**src/pkg/timer_pkg.sv**
```systemverilog
// Purpose: Shared constants and types for the reloadable 16-bit timer
// Assumes: Registers are 16 bits wide, reached by a 3-bit word address
// Notes:   Control layout is the ctrl_s struct, low bit first: en, mode, psel, pol, oe
package timer_pkg;

	localparam int DATA_W = 16;
	localparam int ADDR_W = 3;
	localparam int PSEL_W = 3;
	localparam int PRE_W  = 7;
	localparam int CTRL_W = 8;
	localparam int ST_W   = 2;

	////////////////////////////////////////////////////////////////////////////////
	// Register offsets (word index)
	localparam logic [ADDR_W-1:0] ADDR_CTRL   = 3'h0;
	localparam logic [ADDR_W-1:0] ADDR_COUNT  = 3'h1;
	localparam logic [ADDR_W-1:0] ADDR_RELOAD = 3'h2;
	localparam logic [ADDR_W-1:0] ADDR_STATUS = 3'h3;
	localparam logic [ADDR_W-1:0] ADDR_MASK   = 3'h4;

	// Read-only bit of the control register: present output level
	localparam int CTRL_OUT_BIT = 8;

	// Status and mask bit positions
	localparam int ST_RELOAD = 0;
	localparam int ST_GATE   = 1;

	////////////////////////////////////////////////////////////////////////////////
	// Reset and restart values
	localparam logic [DATA_W-1:0] COUNT_RESET   = 16'h0000;
	localparam logic [DATA_W-1:0] COUNT_RESTART = 16'h0001;
	localparam logic [DATA_W-1:0] RELOAD_RESET  = 16'h0000;
	localparam logic [ST_W-1:0]   ST_RESET      = 2'h0;

	typedef enum logic [1:0] {
		MODE_ONESHOT = 2'h0,
		MODE_COMPARE = 2'h1,
		MODE_GATED   = 2'h2,
		MODE_RSVD    = 2'h3
	} mode_e;

	typedef struct packed {
		logic              oe;
		logic              input_polarity_bit;
		logic [PSEL_W-1:0] psel;
		mode_e             mode;
		logic              en;
	} ctrl_s;

	typedef struct packed {
		logic [ADDR_W-1:0] addr;
		logic [DATA_W-1:0] wdata;
		logic              wr;
		logic              rd;
	} bus_req_s;

endpackage

```
**src/core/pin_sync.sv**
```systemverilog
// Purpose: Three-stage synchroniser with agreement filter for a pin input
// Assumes: Pin changes no faster than a quarter of the clock rate
// Notes:   Level changes only once stages two and three agree
`timescale 1ns/1ps
module pin_sync (
	input  wire logic clk_sys,   // System clock
	input  wire logic reset_n,   // Synchronous reset, active low
	input  wire logic pin,       // Asynchronous pin
	output logic      level      // Filtered level
);

	typedef struct packed {
		logic s1;
		logic s2;
		logic s3;
		logic lvl;
	} sync_s;

	sync_s st_q;
	sync_s st_d;

	always_comb begin
		st_d    = st_q;
		st_d.s1 = pin;
		st_d.s2 = st_q.s1;
		st_d.s3 = st_q.s2;
		// First stage feeds only the second
		if (st_q.s2 == st_q.s3) begin
			st_d.lvl = st_q.s3;
		end
	end

	always_ff @(posedge clk_sys) begin
		if (!reset_n) begin
			st_q <= '0;
		end else begin
			st_q <= st_d;
		end
	end

	assign level = st_q.lvl;

endmodule

```
**src/core/prescaler.sv**
```systemverilog
// Purpose: Power-of-two prescaler, divide by 1 to 128
// Assumes: sel selects a divisor of two to the power sel
// Notes:   Count restarts from zero whenever run drops or clr pulses
`timescale 1ns/1ps
module prescaler #(
	parameter int SEL_W = timer_pkg::PSEL_W,
	parameter int CNT_W = timer_pkg::PRE_W
) (
	input  wire logic             clk_sys,  // System clock
	input  wire logic             reset_n,  // Synchronous reset, active low
	input  wire logic             run,      // Count enable
	input  wire logic             clr,      // Restart the division
	input  wire logic [SEL_W-1:0] sel,      // Divisor exponent
	output logic                  tick      // One cycle per period
);

	typedef struct packed {
		logic [CNT_W-1:0] cnt;
	} pre_s;

	pre_s st_q;
	pre_s st_d;

	function automatic logic [CNT_W-1:0] last_count(input logic [SEL_W-1:0] s);
		logic [CNT_W:0] one_hot;
		one_hot = '0;
		one_hot[s] = 1'b1;
		return CNT_W'(one_hot - 1'b1);
	endfunction

	// Combinational so the counter sees it in the same cycle
	assign tick = run && (st_q.cnt == last_count(sel));

	always_comb begin
		st_d = st_q;
		if (!run || clr || tick) begin
			st_d.cnt = '0;
		end else begin
			st_d.cnt = st_q.cnt + 1'b1;
		end
	end

	always_ff @(posedge clk_sys) begin
		if (!reset_n) begin
			st_q <= '0;
		end else begin
			st_q <= st_d;
		end
	end

endmodule

```
**src/core/reload_timer.sv**
```systemverilog
// Purpose: Reloadable 16-bit up-counting timer with prescaler and register port
// Assumes: Single 40 MHz clock; timer input pin is asynchronous
// Notes:   Modes one-shot, compare and gated; one level interrupt output
//
// How it works
// - Sixteen-bit up-counter with sixteen-bit reload register.
// - Prescaler in front of counter, divide by 1 up to 128.
// - Reload 0001 with prescale 1 gives the shortest timeout.
// - Reload 0000 spans the full count range, longest with prescale 128.
// - Counter wraps from FFFF to 0000 and keeps counting.
// - One-shot: on reload interrupt, count to 0001, clear enable, stop.
// - One-shot with output enabled: pin inverts for exactly one clock.
// - Compare mode always counts the prescaled system clock.
// - Gated: count only while input at level chosen by polarity bit.
// - Gated: interrupt on input deassertion and on reload.
// - Gated: on reload count to 0001, continue while input asserted.
// - Gated: written count serves first pass only, later passes from 0001.
// - Gated with output enabled: pin toggles on each reload.
//
// The register offsets and strobed register access are this design's own decisions.
`timescale 1ns/1ps
module reload_timer #(
	parameter int DW = timer_pkg::DATA_W,
	parameter int AW = timer_pkg::ADDR_W
) (
	input  wire logic          CLK_SYS,     // System clock, 40 MHz
	input  wire logic          RESET_N,     // Synchronous reset, active low
	input  wire logic [AW-1:0] ADDR,        // Register word address
	input  wire logic [DW-1:0] WDATA,       // Write data
	input  wire logic          WR,          // Write strobe
	input  wire logic          RD,          // Read strobe
	output logic      [DW-1:0] RDATA,       // Read data, cycle after RD
	input  wire logic          TIMER_IN,    // Timer input pin
	output logic               TIMER_OUT,   // Timer output pin
	output logic               TIMER_OE,    // Output pin function enabled
	output logic               IRQ          // Level interrupt
);

	////////////////////////////////////////////////////////////////////////////////
	// State

	typedef struct packed {
		timer_pkg::ctrl_s                ctrl;
		logic [DW-1:0]                   count;
		logic [DW-1:0]                   reload;
		logic [timer_pkg::ST_W-1:0]      status;
		logic [timer_pkg::ST_W-1:0]      mask;
		logic                            out_lvl;
		logic                            pulse;
		logic                            act_prev;
		logic [DW-1:0]                   rdata;
	} tmr_s;

	tmr_s                 st_q;
	tmr_s                 st_d;
	timer_pkg::bus_req_s  req;
	logic                 in_lvl;
	logic                 active;
	logic                 counting;
	logic                 tick;
	logic                 at_reload;
	logic                 ctrl_wr;

	function automatic logic hit(input logic [AW-1:0] a,
		input logic [AW-1:0] target, input logic strobe);
		return strobe && (a == target);
	endfunction

	assign req.addr  = ADDR;
	assign req.wdata = WDATA;
	assign req.wr    = WR;
	assign req.rd    = RD;

	////////////////////////////////////////////////////////////////////////////////
	// Input pin and prescaler

	// input rate
	// Filter relies on the pin staying put for several clocks
	pin_sync u_sync (
		.clk_sys (CLK_SYS),
		.reset_n (RESET_N),
		.pin     (TIMER_IN),
		.level   (in_lvl)
	);

	assign active = (in_lvl == st_q.ctrl.input_polarity_bit);

	always_comb begin
		counting = 1'b0;
		if (st_q.ctrl.en) begin
			unique case (st_q.ctrl.mode)
				timer_pkg::MODE_ONESHOT: counting = 1'b1;
				timer_pkg::MODE_COMPARE: counting = 1'b1;
				timer_pkg::MODE_GATED:   counting = active;
				timer_pkg::MODE_RSVD:    counting = 1'b0;
			endcase
		end
	end

	assign ctrl_wr = hit(req.addr, timer_pkg::ADDR_CTRL, req.wr);

	prescaler #(
		.SEL_W (timer_pkg::PSEL_W),
		.CNT_W (timer_pkg::PRE_W)
	) u_pre (
		.clk_sys (CLK_SYS),
		.reset_n (RESET_N),
		.run     (counting),
		.clr     (ctrl_wr),
		.sel     (st_q.ctrl.psel),
		.tick    (tick)
	);

	assign at_reload = tick && (st_q.count == st_q.reload);

	////////////////////////////////////////////////////////////////////////////////
	// Next state

	always_comb begin
		logic [timer_pkg::ST_W-1:0] ev;
		logic [timer_pkg::ST_W-1:0] clr;
		ev  = '0;
		clr = '0;
		st_d          = st_q;
		st_d.pulse    = 1'b0;
		st_d.act_prev = active;

		if (tick) begin
			st_d.count = st_q.count + 1'b1;
		end

		if (at_reload) begin
			ev[timer_pkg::ST_RELOAD] = 1'b1;
			unique case (st_q.ctrl.mode)
				timer_pkg::MODE_ONESHOT: begin
					st_d.count   = timer_pkg::COUNT_RESTART;
					st_d.ctrl.en = 1'b0;
					st_d.pulse   = st_q.ctrl.oe;
				end
				timer_pkg::MODE_COMPARE: begin
					// Compare keeps counting past the match
					st_d.out_lvl = st_q.out_lvl ^ st_q.ctrl.oe;
				end
				timer_pkg::MODE_GATED: begin
					st_d.count   = timer_pkg::COUNT_RESTART;
					st_d.out_lvl = st_q.out_lvl ^ st_q.ctrl.oe;
				end
				timer_pkg::MODE_RSVD: begin
					st_d.count = st_q.count;
				end
			endcase
		end

		if (st_q.ctrl.en && (st_q.ctrl.mode == timer_pkg::MODE_GATED)
				&& st_q.act_prev && !active) begin
			ev[timer_pkg::ST_GATE] = 1'b1;
		end

		////////////////////////////////////////////////////////////////////////////////
		// Register writes; software write beats counter update

		if (ctrl_wr) begin
			st_d.ctrl = timer_pkg::ctrl_s'(req.wdata[timer_pkg::CTRL_W-1:0]);
		end
		if (hit(req.addr, timer_pkg::ADDR_COUNT, req.wr)) begin
			st_d.count = req.wdata;
		end
		if (hit(req.addr, timer_pkg::ADDR_RELOAD, req.wr)) begin
			st_d.reload = req.wdata;
		end
		if (hit(req.addr, timer_pkg::ADDR_STATUS, req.wr)) begin
			clr = req.wdata[timer_pkg::ST_W-1:0];
		end
		if (hit(req.addr, timer_pkg::ADDR_MASK, req.wr)) begin
			st_d.mask = req.wdata[timer_pkg::ST_W-1:0];
		end

		// sticky events
		// A new event wins over a same-cycle clear
		st_d.status = (st_q.status & ~clr) | ev;

		////////////////////////////////////////////////////////////////////////////////
		// Read port

		st_d.rdata = '0;
		if (req.rd) begin
			unique case (req.addr)
				timer_pkg::ADDR_CTRL: begin
					st_d.rdata[timer_pkg::CTRL_W-1:0] = st_q.ctrl;
					st_d.rdata[timer_pkg::CTRL_OUT_BIT] = TIMER_OUT;
				end
				timer_pkg::ADDR_COUNT:  st_d.rdata = st_q.count;
				timer_pkg::ADDR_RELOAD: st_d.rdata = st_q.reload;
				timer_pkg::ADDR_STATUS: st_d.rdata[timer_pkg::ST_W-1:0] = st_q.status;
				timer_pkg::ADDR_MASK:   st_d.rdata[timer_pkg::ST_W-1:0] = st_q.mask;
				// Unmapped addresses read as zero
				default:                st_d.rdata = '0;
			endcase
		end
	end

	////////////////////////////////////////////////////////////////////////////////
	// Registers

	always_ff @(posedge CLK_SYS) begin
		if (!RESET_N) begin
			st_q.ctrl     <= '0;
			st_q.count    <= timer_pkg::COUNT_RESET;
			st_q.reload   <= timer_pkg::RELOAD_RESET;
			st_q.status   <= timer_pkg::ST_RESET;
			st_q.mask     <= timer_pkg::ST_RESET;
			st_q.out_lvl  <= 1'b0;
			st_q.pulse    <= 1'b0;
			st_q.act_prev <= 1'b0;
			st_q.rdata    <= '0;
		end else begin
			st_q <= st_d;
		end
	end

	////////////////////////////////////////////////////////////////////////////////
	// Outputs

	assign RDATA     = st_q.rdata;
	assign TIMER_OUT = st_q.out_lvl ^ st_q.pulse;
	assign TIMER_OE  = st_q.ctrl.oe;
	assign IRQ       = |(st_q.status & st_q.mask);

endmodule

```
**config.mk**
```make
export PLATFORM = sky130hd
export DESIGN_NAME = reload_timer
export DESIGN_NICKNAME = d
export VERILOG_FILES = /design/src/pkg/timer_pkg.sv /design/src/core/pin_sync.sv /design/src/core/prescaler.sv /design/src/core/reload_timer.sv
export SDC_FILE = /design/constraint.sdc
export NUM_CORES = 1
export LEC_CHECK = 0
export ABC_AREA = 1
export BUFFER_PORTS_ARGS = -buffer_cell sky130_fd_sc_hd__buf_4
export CORE_AREA = 2 2 118 131
export DETAILED_ROUTE_END_ITERATION = 16
export DIE_AREA = 0 0 120 133
export PLACE_DENSITY = 0.54
export SYNTH_ARGS = -nofsm -noshare
export SYNTH_HDL_FRONTEND = slang
export SYNTH_SLANG_ARGS = --single-unit
```
**constraint.sdc**
```tcl
create_clock -name CLK_SYS -period 2.1 [get_ports CLK_SYS]
set_clock_uncertainty 0.2 [all_clocks]
set_input_delay 0.21 -clock CLK_SYS [delete_from_list [all_inputs] [get_ports CLK_SYS]]
set_output_delay 0.21 -clock CLK_SYS [all_outputs]
set_load 0.02 [all_outputs]
```
==> key figures <==
Hold path
  • Hold Path Stages: 3
  • Hold Startpoint: WDATA[15]
  • Hold/Removal Path Class: input port to flop

Finish
  • Area of the multi-input gates: 0.002300 mm²
  • Register Area: 0.001489 mm²
  • Finished Layout Cells: 956
  • Antenna cells: 0
  • Fraction of layout cells with a size suffix above 1: 21.05%
  • Most frequent cells in the layout: nand2_1 (163), buf_4 (95), inv_1 (94)
  • FILL cells: 1573
  • Layout area overhead: 33.60%
  • Fin nets: 784
  • Most common cell after layout, fill and taps aside: nand2_1

Floorplanning
  • Die width: 120 µm
  • Core Area: 0.01476 mm²
  • Overall die area: 0.01596 mm²
  • Site Rows: 47
  • Chip Height: 133 µm
  • Initial Utilization: 29.19%
  • Io pins: 43

Clock network
  • Clock latency on the worst-skew pair: 0.34 ns
  • Clock sink count: 74
  • CTS tree: yes
  • Bufs on Longest Clock Path: 2
  • Cts bufs inserted: 9
  • Reg clk slew, reported paths: 0.06 ns
  • H-tree Lvls: 3
  • Clock Tree Root: clkbuf_16

Yosys
  • Number of synthesized register bits: 74
  • Cells after Synth: 660
  • Synthesized area: 0.004308 mm²
  • Simple-gate portion of the synthesized area: 32.12%
  • Mux cell area share after synthesis: 0%
  • Synth Area in Compound Gates: 13.59%
  • Seq/Total Area, Yosys: 34.39%
  • Netlist cell types: 36
  • Net count after synthesis: 689
  • Post-Synth XOR/XNOR Area: 4.066%
  • Synth Area per Inst: 6.527 µm²
  • Post-synthesis adder-cell area fraction: 1.452%
  • Largest family of logic cells by synthesized area: simple AND/OR/NAND/NOR gates
  • Yosys warns: 0

Setup path
  • Worst setup EP type: flop
  • WS Path Type: flop to flop
  • FF-to-FF path depth: 14
  • Worst setup SP type: flop
  • CP arrival: 2.15 ns
  • Critical Path Start: st_q[56]
  • Worst r2r src: st_q[56]
  • Max FO, Critical Path: 6
  • Worst EP required: 2.12 ns

STA
  • Final period util: 101.6%
  • Maximum clock rate: 468.7 MHz
  • Final min period: 2.134 ns
  • Worst Max-Slew Pin Slew: 0.7703 ns
  • Setup WS post-layout: -0.03363 ns
  • # setup viols final: 9
  • RSZ-0062 raised after global routing: yes
  • Fin. max-slew vios: 0
  • Slew headroom: 48.59%
  • Final Hold Viols: 0

Routing
  • Vias: 4290
  • DR iter-0 viols: 310
  • DR vias/cell: 4.487
  • Drt drc: 0
  • Post-route ant nets: 0
  • WL per Instance: 13.28 µm
  • Total Wirelength: 12.69 mm
  • First-pass DRT Iterations: 4

Run status
  • Status: finished with violations
  • Failing checks: negative setup slack

Global routing
  • Initial antenna violation count: 0
  • Total GRT Usage: 16.26%
  • Largest net degree at the start of global routing: 30
  • Vias in the first global route: 3959
  • First-pass GRT wire length: 20.39 mm
  • Total congestion overflow: 0

Place
  • RePlAce Congestion: 0.8560
  • Setup Slack @ Placement: -0.03233 ns
  • Post-DP HPWL: 9.718 mm
  • Placed Instances: 916
  • # port buffers: 42

Pwr
  • Worst VDD drop: 0.3541 mV
  • Pwr/cell area: 616.3 mW/mm²
  • P_leak: 0.002650 µW

Run
  • Max-cap violations: 0
## critical path: stages (launching register included)
cell        delay [ns]
dfxtp_4           0.36
inv_2             0.07
ha_4              0.14
nor2_1            0.04
nor2_1            0.09
nand2_1           0.07
nor2_1            0.13
nand2_2           0.11
nor2_8            0.24
clkinvlp_4        0.17
buf_6             0.14
nand2_1           0.05
nand2_1           0.06
nand3_1           0.08
a21oi_1           0.07
## cell usage after synthesis
master / count / area [µm²]
ha_1: 5 / 62.56
nor3_4: 1 / 16.27
a21oi_4: 1 / 16.27
o21ai_1: 5 / 25.02
nand4_1: 7 / 43.79
a221oi_1: 1 / 8.760
xnor2_1: 6 / 52.55
clkinv_1: 1 / 3.750
nand3_1: 42 / 210.2
nor2_1: 71 / 266.5
nor2_8: 1 / 20.02
clkinv_2: 1 / 5.000
inv_1: 96 / 360.4
nand2_1: 167 / 626.9
nand2_2: 6 / 37.54
buf_8: 1 / 15.01
o211ai_1: 1 / 7.510
xor2_1: 14 / 122.6
nand3_2: 2 / 20.02
buf_4: 17 / 127.6
o21bai_1: 5 / 37.54
o21ai_0: 42 / 210.2
a21oi_1: 42 / 210.2
buf_6: 3 / 33.78
inv_2: 4 / 15.01
dfxtp_1: 74 / 1481
nor2_2: 2 / 12.51
clkbuf_1: 9 / 33.78
nor3_1: 10 / 50.05
nor2_4: 3 / 33.78
buf_2: 5 / 25.02
nand2_4: 2 / 22.52
a211oi_1: 1 / 7.510
or2_0: 1 / 6.260
nand3_4: 1 / 17.52
o22ai_1: 10 / 62.56
## final cells by class
| type | instances | area share (%) |
|---|---|---|
| Clock inverter | 4 | 1.283 |
| Clock buffer | 12 | 4.457 |
| Sequential cell | 74 | 25.87 |
| Tap cell | 196 | 4.261 |
| Timing Repair Buffer | 119 | 17.37 |
| Multi-Input combinational cell | 449 | 39.96 |
| Inverter | 102 | 6.804 |
## registers in the layout, summed over array words and instances, names as in the netlist
| register | cells |
|---|---|
| st_q | 46 |
| u_sync.st_q | 1 |
| TIMER_OE | 1 |
| u_pre.st_q | 7 |
| RDATA | 16 |
| u_sync.st_d | 2 |
| u_sync.level | 1 |
## logic make-up after synthesis
family                   count (synthesis)
AO/OA/AOI/OAI                          108
XOR/XNOR                                20
adder cells (fa/ha/maj)                  5
buffers and inverters                  137
flip-flops                              74
AND/OR/NAND/NOR                        316
## stage by stage
step           power, µW  setup TNS, ns  instance area, µm²  hold WS, ns  util, %
6_report            3547       -0.09255                5756     0.002385    38.99
5_1_grt             3696         -3.674                5756     0.004420    38.99
4_1_cts             3564              0                5547    0.0007410    37.58
3_5_place_dp        1846        -0.1555                5056       0.2006    34.25
3_3_place_gp        1848              0                5056       0.1964    34.25
2_1_floorplan       1694              0                4308       0.1076        -
## layer usage
metal / global-route usage [%] / up-vias / part of all wire [%]
met5: 0 / - / 0
met4: 6.209 / 0 / 2.2
met3: 2.414 / 20 / 3.6
met2: 26.20 / 82 / 47
met1: 21.86 / 1937 / 48
li1: - / 2251 / -
## timing repair
action,CTS,global route
endpoints found under the hold margin,18,0
gates resized for setup,3,33
pin swaps,1,17
endpoints found under the setup margin,16,26
buffers inserted,0,8
hold buffers,15,0
gates cloned,0,1
## power breakdown
part	leakage (µW)	switching, µW	internal, µW	total, µW
sequential	0.000601	26.7	1430	1460
clock	0.000163	583	1110	1690
combinational	0.00189	229	169	398
total	0.00265	839	2710	3550
## final timing paths
| path | slack, ns | to |
|---|---|---|
| worst max-delay path | -0.03 | st_q[48] |
| worst min-delay path | 0.002 | st_q[38] |
| worst max register to register | -0.03 | st_q[48] |
| worst min register to register | 0.21 | u_sync.st_d[1] |
Power figures use the tool's default switching activity.
